**src/logic/uart_guard_pkg.sv**
```systemverilog
// Purpose: shared constants for the serial port holding-register access guard
// Assumes: byte-wide register port, one clock domain
// Notes:   offsets are register indices on the plain register port

package uart_guard_pkg;

  // ************************************************************
  // widths
  // ************************************************************
  localparam int DATA_W  = 8;
  localparam int ADDR_W  = 4;
  localparam int INT_W   = 4;
  localparam int QDEPTH  = 16;

  // ************************************************************
  // register offsets
  // ************************************************************
  localparam logic [ADDR_W-1:0] OFF_DATA        = 4'h0; // receive read / transmit write
  localparam logic [ADDR_W-1:0] OFF_LINE_STATUS = 4'h1;
  localparam logic [ADDR_W-1:0] OFF_INT_STATUS  = 4'h2;
  localparam logic [ADDR_W-1:0] OFF_INT_MASK    = 4'h3;

  // ************************************************************
  // line status fields
  // ************************************************************
  localparam int LS_RX_READY_BIT = 0;
  localparam int LS_TX_EMPTY_BIT = 5;
  localparam int LS_TX_IDLE_BIT  = 6;

  // ************************************************************
  // interrupt status and mask fields
  // ************************************************************
  localparam int INT_RX_AVAIL_BIT   = 0;
  localparam int INT_RX_OVERRUN_BIT = 1;
  localparam int INT_ACCESS_ERR_BIT = 2;
  localparam int INT_TX_DRAINED_BIT = 3;

  // ************************************************************
  // reset values
  // ************************************************************
  localparam logic [INT_W-1:0]  INT_STATUS_RESET = 4'h0;
  localparam logic [INT_W-1:0]  INT_MASK_RESET   = 4'h0;
  localparam logic [DATA_W-1:0] RD_DATA_RESET    = 8'h00;
  localparam logic [DATA_W-1:0] TX_BYTE_RESET    = 8'h00;

endpackage

```
**src/logic/uart_holding_access_guard.sv**
```systemverilog
// Purpose: holding-register access guard of a serial port, seen from the register port
// Assumes: line framing lives elsewhere and exchanges whole bytes on this clock
// Notes:   a refused access answers with regErr one cycle after the strobe
//          the read answer stands one cycle only and is zero otherwise
//          transmit bytes pass a queue and then an output slot, so a stalled
//          serialiser lets one byte more than the queue depth be accepted
//          interrupt status bits are sticky and cleared by writing a one
//          an unmapped index reads zero and ignores writes, with no error
//          reset asserts at once and releases through two flip-flops
//          host polling and its timeout belong to software

`timescale 1ns/1ps

module uart_holding_access_guard
  import uart_guard_pkg::*;
#(
  parameter int RX_DEPTH = uart_guard_pkg::QDEPTH,
  parameter int TX_DEPTH = uart_guard_pkg::QDEPTH
) (
  // clock and reset
  input  wire logic                              clk,
  input  wire logic                              resetn,
  // register port
  input  wire logic [uart_guard_pkg::ADDR_W-1:0] regAddr,
  input  wire logic [uart_guard_pkg::DATA_W-1:0] regWrData,
  input  wire logic                              regWr,
  input  wire logic                              regRd,
  output logic      [uart_guard_pkg::DATA_W-1:0] regRdData,
  output logic                                   regErr,
  // received bytes from the line deserialiser
  input  wire logic [uart_guard_pkg::DATA_W-1:0] rxByte,
  input  wire logic                              rxValid,
  // bytes handed to the line serialiser
  output logic      [uart_guard_pkg::DATA_W-1:0] txByte,
  output logic                                   txValid,
  input  wire logic                              txReady,
  // interrupt
  output logic                                   irq
);

  import uart_guard_pkg::*;

  // ************************************************************
  // state
  // ************************************************************
  typedef struct packed {
    logic [DATA_W-1:0] rdData;
    logic              rdErr;
    logic [DATA_W-1:0] txByte;
    logic              txValid;
    logic [INT_W-1:0]  intStatus;
    logic [INT_W-1:0]  intMask;
    logic              irq;
  } guard_s;

  // all registered state except the reset release flops lives in one struct; the queues keep their own
  guard_s s_reg;
  guard_s s_next;

  // reset release
  logic [1:0]        rstSync_reg;
  logic              rstN;

  // receive queue handshake
  logic              rxPush;
  logic              rxPop;
  logic [DATA_W-1:0] rxHead;
  logic              rxFull;
  logic              rxEmpty;

  // transmit queue handshake
  logic              txPush;
  logic              txPop;
  logic [DATA_W-1:0] txHead;
  logic              txFull;
  logic              txEmpty;

  // decode and status
  logic              dataSel;
  logic              dataRd;
  logic              dataWr;
  logic              statusWr;
  logic [INT_W-1:0]  clearBits;
  logic              rdRefused;
  logic              wrRefused;
  logic              txLoad;
  logic [DATA_W-1:0] lineStatus;
  logic [INT_W-1:0]  events;

  // ************************************************************
  // reset release
  // ************************************************************

  // assert at once, release two edges later so all flops leave reset together
  // only the second flop is read, so a release that lands near an edge
  // cannot reach the logic as a half-taken reset
  always_ff @(posedge clk or negedge resetn) begin
    if (!resetn) begin
      rstSync_reg <= 2'b00;
    end else begin
      rstSync_reg <= {rstSync_reg[0], 1'b1};
    end
  end

  assign rstN = rstSync_reg[1];

  // ************************************************************
  // holding queues
  // ************************************************************

  // the line cannot be stalled, so a byte arriving on a full queue is dropped
  assign rxPush = rxValid && !rxFull;

  // receive queue: filled by the deserialiser, drained by data reads
  byte_queue #(
    .WIDTH (DATA_W),
    .DEPTH (RX_DEPTH)
  ) rxQueue (
    .clk      (clk),
    .rstN     (rstN),
    .push     (rxPush),
    .pushData (rxByte),
    .pop      (rxPop),
    .headData (rxHead),
    .full     (rxFull),
    .empty    (rxEmpty),
    .count    ()
  );

  // transmit queue: filled by data writes, drained into the output slot
  byte_queue #(
    .WIDTH (DATA_W),
    .DEPTH (TX_DEPTH)
  ) txQueue (
    .clk      (clk),
    .rstN     (rstN),
    .push     (txPush),
    .pushData (regWrData),
    .pop      (txPop),
    .headData (txHead),
    .full     (txFull),
    .empty    (txEmpty),
    .count    ()
  );

  // ************************************************************
  // access decode
  // ************************************************************

  // refused accesses never reach the queues
  // the queues also ignore such strobes; the refused terms feed the access-error interrupt event
  assign dataSel   = (regAddr == OFF_DATA);
  assign dataRd    = regRd && dataSel;
  assign dataWr    = regWr && dataSel;
  assign rdRefused = dataRd && rxEmpty;
  assign wrRefused = dataWr && txFull;
  assign rxPop     = dataRd && !rxEmpty;
  assign txPush    = dataWr && !txFull;

  // write-one-to-clear: only bits written as one are cleared, and only here
  assign statusWr  = regWr && (regAddr == OFF_INT_STATUS);
  assign clearBits = statusWr ? regWrData[INT_W-1:0] : '0;

  // the output slot refills whenever it is empty or being taken this cycle
  // a registered txByte costs one cycle of latency but keeps the output clean
  assign txLoad = (!s_reg.txValid || txReady) && !txEmpty;
  assign txPop  = txLoad;

  // live line status; reserved bits read as zero
  // bit 6 rises only once the last byte has left the output slot,
  // which is what a host waits for before it shuts the line down
  always_comb begin
    lineStatus                  = '0;
    lineStatus[LS_RX_READY_BIT] = !rxEmpty;
    lineStatus[LS_TX_EMPTY_BIT] = !txFull;
    lineStatus[LS_TX_IDLE_BIT]  = txEmpty && !s_reg.txValid;
  end

  // interrupt events of this cycle
  // overrun: the new byte is lost, the queue keeps the older ones
  // drained: the slot is taken while nothing waits behind it
  always_comb begin
    events                     = '0;
    events[INT_RX_AVAIL_BIT]   = rxPush;
    events[INT_RX_OVERRUN_BIT] = rxValid && rxFull;
    events[INT_ACCESS_ERR_BIT] = rdRefused || wrRefused;
    events[INT_TX_DRAINED_BIT] = s_reg.txValid && txReady && txEmpty;
  end

  // ************************************************************
  // next state
  // ************************************************************

  // read answer, register writes, output slot and interrupt in one pass
  always_comb begin
    s_next        = s_reg;
    s_next.rdData = RD_DATA_RESET;
    s_next.rdErr  = 1'b0;

    // reads: answer stands only in the cycle after the strobe
    // a refused read answers zero beside the error bit and pops nothing
    if (regRd) begin
      case (regAddr)
        OFF_DATA: begin
          if (rxEmpty) begin
            s_next.rdErr = 1'b1;
          end else begin
            s_next.rdData = rxHead;
          end
        end
        OFF_LINE_STATUS: begin
          s_next.rdData = lineStatus;
        end
        OFF_INT_STATUS: begin
          s_next.rdData = {{(DATA_W - INT_W){1'b0}}, s_reg.intStatus};
        end
        OFF_INT_MASK: begin
          s_next.rdData = {{(DATA_W - INT_W){1'b0}}, s_reg.intMask};
        end
        default: begin
          s_next.rdData = RD_DATA_RESET;
        end
      endcase
    end

    // writes: line status is read only and ignores writes
    // a refused write stores nothing; regErr and the access-error status bit are its only trace
    if (regWr) begin
      case (regAddr)
        OFF_DATA: begin
          s_next.rdErr = txFull;
        end
        OFF_INT_STATUS: begin
          s_next.intStatus = s_reg.intStatus & ~clearBits;
        end
        OFF_INT_MASK: begin
          s_next.intMask = regWrData[INT_W-1:0];
        end
        default: begin
          s_next.rdErr = 1'b0;
        end
      endcase
    end

    // a new event beats a clear written in the same cycle
    s_next.intStatus = s_next.intStatus | events;

    // output slot toward the serialiser
    // a stalled serialiser keeps the slot full and the byte steady
    if (txLoad) begin
      s_next.txByte  = txHead;
      s_next.txValid = 1'b1;
    end else if (txReady) begin
      s_next.txValid = 1'b0;
    end

    // irq is built from the next status and mask, one cycle after its cause
    s_next.irq = |(s_next.intStatus & s_next.intMask);
  end

  // ************************************************************
  // registers
  // ************************************************************

  // fields reset one by one; data, status and mask to their own named values, the flags to zero
  always_ff @(posedge clk or negedge rstN) begin
    if (!rstN) begin
      s_reg.rdData    <= RD_DATA_RESET;
      s_reg.rdErr     <= 1'b0;
      s_reg.txByte    <= TX_BYTE_RESET;
      s_reg.txValid   <= 1'b0;
      s_reg.intStatus <= INT_STATUS_RESET;
      s_reg.intMask   <= INT_MASK_RESET;
      s_reg.irq       <= 1'b0;
    end else begin
      s_reg <= s_next;
    end
  end

  // ************************************************************
  // outputs
  // ************************************************************

  // every output is a flip-flop of the state struct
  // regErr carries the error flag of refused reads and refused writes alike
  assign regRdData = s_reg.rdData;
  assign regErr    = s_reg.rdErr;
  assign txByte    = s_reg.txByte;
  assign txValid   = s_reg.txValid;
  assign irq       = s_reg.irq;

endmodule

```
**src/logic/byte_queue.sv**
```systemverilog
// Purpose: flip-flop queue used for the receive and transmit holding paths
// Assumes: push and pop come from logic on the same clock
// Notes:   push when full and pop when empty are ignored, nothing moves

`timescale 1ns/1ps

module byte_queue #(
  parameter int WIDTH = 8,
  parameter int DEPTH = 16
) (
  // clock and reset
  input  wire logic                       clk,
  input  wire logic                       rstN,
  // fill side
  input  wire logic                       push,
  input  wire logic [WIDTH-1:0]           pushData,
  // drain side
  input  wire logic                       pop,
  output logic      [WIDTH-1:0]           headData,
  // fill state
  output logic                            full,
  output logic                            empty,
  output logic      [$clog2(DEPTH+1)-1:0] count
);

  localparam int AW = (DEPTH > 1) ? $clog2(DEPTH) : 1;
  localparam int CW = $clog2(DEPTH + 1);

  typedef struct packed {
    logic [DEPTH-1:0][WIDTH-1:0] mem;
    logic [AW-1:0]               wrPtr;
    logic [AW-1:0]               rdPtr;
    logic [CW-1:0]               count;
  } queue_s;

  queue_s q_reg;
  queue_s q_next;
  logic   doPush;
  logic   doPop;

  // guarded strobes: a refused access leaves pointers and storage alone
  assign full     = (q_reg.count == CW'(DEPTH));
  assign empty    = (q_reg.count == '0);
  assign count    = q_reg.count;
  assign headData = q_reg.mem[q_reg.rdPtr];
  assign doPush   = push && !full;
  assign doPop    = pop && !empty;

  // next state: write at tail, advance head, keep the count
  always_comb begin
    q_next = q_reg;
    if (doPush) begin
      q_next.mem[q_reg.wrPtr] = pushData;
      q_next.wrPtr = (q_reg.wrPtr == AW'(DEPTH - 1)) ? '0 : q_reg.wrPtr + 1'b1;
    end
    if (doPop) begin
      q_next.rdPtr = (q_reg.rdPtr == AW'(DEPTH - 1)) ? '0 : q_reg.rdPtr + 1'b1;
    end
    if (doPush && !doPop) begin
      q_next.count = q_reg.count + 1'b1;
    end else if (doPop && !doPush) begin
      q_next.count = q_reg.count - 1'b1;
    end
  end

  // storage is cleared too, so a stale head never reads as unknown
  always_ff @(posedge clk or negedge rstN) begin
    if (!rstN) begin
      q_reg <= '0;
    end else begin
      q_reg <= q_next;
    end
  end

endmodule

```
**config.mk**
```make
export PLATFORM = sky130hd
export DESIGN_NAME = uart_holding_access_guard
export DESIGN_NICKNAME = d
export VERILOG_FILES = /design/src/logic/uart_guard_pkg.sv /design/src/logic/uart_holding_access_guard.sv /design/src/logic/byte_queue.sv
export SDC_FILE = /design/constraint.sdc
export NUM_CORES = 1
export LEC_CHECK = 0
export BUFFER_PORTS_ARGS = -buffer_cell sky130_fd_sc_hd__buf_2
export CORE_AREA = 4 4 160 162
export DETAILED_ROUTE_END_ITERATION = 8
export DIE_AREA = 0 0 164 166
export HOLD_SLACK_MARGIN = 0.08
export MAX_ROUTING_LAYER = met4
export PLACE_DENSITY = 0.77
export SYNTH_ARGS = -nofsm -noshare
export SYNTH_HDL_FRONTEND = slang
export SYNTH_SLANG_ARGS = --single-unit
```
**constraint.sdc**
```tcl
create_clock -name clk -period 11.15 [get_ports clk]
set_input_delay 1.115 -clock clk [delete_from_list [all_inputs] [get_ports clk]]
set_output_delay 1.115 -clock clk [all_outputs]
set_load 0.005 [all_outputs]
```
==> results.py <==
metrics = {
    "power": {
        "power.density_nw_per_um2": 248,
        "p_leak_nw": 7.22,
        "ir_drop_mv": 0.152,
    },
    "global_routing": {
        "use_met2_pct": 35.1,
        "grt.busiest_layer": "met2",
        "grt_use_met1_pct": 34.2,
        "grt_pass1_wl_um": 47900,
        "grt_use_met3_pct": 3.43,
        "overflow": 0,
        "track_usage_pct": 23.2,
        "antenna_found_initial": 0,
        "grt_max_degree": 87,
        "grt_pass1_vias": 8571,
    },
    "die": {
        "row_count": 57,
        "core_area_sq_um": 24100,
        "die_h_um": 166,
        "die_w_um": 164,
        "die_area_sq_um": 27200,
        "pin_count": 45,
        "start_util_pct": 59.5,
    },
    "logic_synthesis": {
        "yosysTopAreaCell": "dfrtp_1",
        "ys_ff_latch": 311,
        "netlist_area_sq_um": 14300,
        "yosys_warnings": 0,
        "yosys-top-cells-area": "dfrtp_1 54%, mux2_2 21%, mux4_2 10%",
        "synth.avg_cell_area_sq_um": 14.9,
        "syn_inst": 962,
        "synth_flop_cell": "dfrtp_1",
        "synth_top_area_share_pct": 54.3,
        "synth_cell_types": 51,
        "synthArstFlopShare_pct": 100,
        "syn-num-nets": 1009,
        "synth_edf_count": 0,
        "synth-seq-area-share_pct": 54.3,
    },
    "sta": {
        "fmax_mhz": 267,
        "rsz0062_at_grt": "false",
        "setup_ws_ns": 7.40,
        "worst_slew_pin_slew_ns": 1.11,
        "finalCritPeriodShare_pct": 33.6,
        "min_period_ns": 3.75,
        "timing.hold.ws_ns": 0.217,
        "setup_viol": 0,
        "setup-tns-final_ns": 0,
        "skew_ns": 0.0261,
        "slew-limit-headroom_pct": 26.1,
        "final_max_slew_viol_count": 0,
        "hold_viol": 0,
    },
    "finish": {
        "multi_input_area_sq_um": 6180,
        "fillers": 1722,
        "syn_to_final_growth_pct": 10.1,
        "final_common_cell": "dfrtp_1",
        "final_nets": 1026,
        "final_cells": 1328,
        "antenna_cells": 0,
        "regArea_sq_um": 7790,
        "fin_util_pct": 65.4,
        "final_cell_mix": "308 x dfrtp_1, 264 x mux2_2, 66 x mux4_2, 44 x buf_2, 35 x clkbuf_16",
        "drive_gt1_share_pct": 45.4,
    },
    "setup_path": {
        "r2r-start": "txQueue.count[1]",
        "cpPeakStageDelay_ns": 0.60,
        "cp.required_ns": 11.53,
        "cp_slowest_cell": "nand2b_1",
        "cp_cell_sequence": "nor3_1, nor3b_1, nand2b_1, ha_1, inv_1, fa_1, a21o_1, a21oi_1, xnor2_1, nor2_1, xor2_1",
        "ff2ff_path_depth": 11,
        "worstPathMaxFanout": 14,
        "cp-start-kind": "flip-flop",
        "crit_arrival_ns": 4.13,
        "reg2reg_slack_ns": 7.40,
        "timing.rr.end": "txQueue.count[4]",
        "crit_type": "flip-flop to flip-flop",
        "cp-end-kind": "flip-flop",
    },
    "clock_tree": {
        "cts_hold_buffers": 0,
        "clockBufferDepth": 3,
        "cts_setup_buffers": 0,
        "clk_pin_slew_worst_paths_ns": 0.06,
        "cts_sinks": 311,
        "cts_htree_levels": 2,
        "clk_latency_ns": 0.51,
        "cts_tree": "done",
        "numCtsBuffers": 34,
        "root_buffer": "clkbuf_16",
        "ctsResizeCount": 0,
    },
    "outcome": {
        "status": "finished clean",
    },
    "placed_design": {
        "pre_cts_ws_ns": 6.99,
        "port-buffer-count": 44,
        "dp_cells": 1267,
        "gp_congestion": 0.866,
        "dp_hpwl_um": 18600,
    },
    "routing": {
        "ant_nets": 0,
        "viasPerCell": 6.10,
        "routedWlPerCell_um": 22.2,
        "routed_wl_um": 29400,
        "drt-pass1-iter-count": 5,
        "dr.first_iter.drc_count": 670,
        "drt_drc_violations_left": 0,
        "num_vias": 8100,
    },
    "hold_path": {
        "hold_class": "flip-flop to async pin",
    },
    "run": {
        "cap_violations": 0,
    },
}
==> through the flow <==
step / total power [mW] / area [sq um]
4_1_cts: 3.93 / 15800
2_1_floorplan: 2.57 / 14300
5_1_grt: 4.13 / 15800
3_3_place_gp: 2.79 / 14700
3_5_place_dp: 2.84 / 14700
6_report: 3.91 / 15800
==> worst max path at each step <==
stage                                   to  cells after the start        startpoint  slack (ns)
after CTS                 txQueue.count[4]                     11  txQueue.count[1]        7.37
final                     txQueue.count[4]                     11  txQueue.count[1]        7.40
after detailed placement  rxQueue.count[4]                     12        regAddr[3]        6.99
after global routing      txQueue.count[4]                     11  txQueue.count[1]        7.08
after floorplan                        irq                      0    rstSync_reg[1]        1.84
after global placement    rxQueue.count[4]                     12        regAddr[3]        7.12
==> final cells by class <==
cell class,instances,area share (%)
sequential,311,49.4
multi-input combinational,569,39.2
clock buffer,52,6.34
tap,324,2.57
timing repair buffer,52,1.78
clock inverter,9,0.508
inverter,11,0.262
==> cells by family after synthesis <==
logic type	share of synthesized area (%)
buf+inv	2.62
simple gates	4.28
compound gates	3.41
fa+ha+maj	1.94
flops	54.3
other cells	0.0262
mux	32.4
xor+xnor	0.978
==> metal layers <==
layer	vias up	share of wire, %	wire, um
met4	0	1.4	409
li1	3564	-	-
met5	-	0	0
met2	172	48	14100
met3	38	4.4	1300
met1	4326	46	13600
==> where the power goes <==
part	total (mW)	leakage (nW)	internal (mW)	switching, mW
logic	1.15	2.63	0.635	0.512
clock network	1.07	0.530	0.643	0.432
registers	1.69	4.06	1.47	0.217
==> synthesized netlist by cell type, drive strengths merged (11+ instances only) <==
cell type,count
dfrtp,311
mux2,264
mux4,66
clkbuf,46
nand2,30
nor2,29
buf,25
ha,19
mux2i,19
nand3,17
o21ai,13
inv,11
==> worst max-delay path: cells and delay by family, from the launching register on <==
| kind | cells | cell delay [ns] |
|---|---|---|
| AO/OA/AOI/OAI | 2 | 0.36 |
| flip-flops | 1 | 0.43 |
| adder cells (fa/ha/maj) | 2 | 0.70 |
| buffers and inverters | 1 | 0.10 |
| AND/OR/NAND/NOR | 4 | 1.76 |
| XOR/XNOR | 2 | 0.27 |
Power figures use the tool's default switching activity.
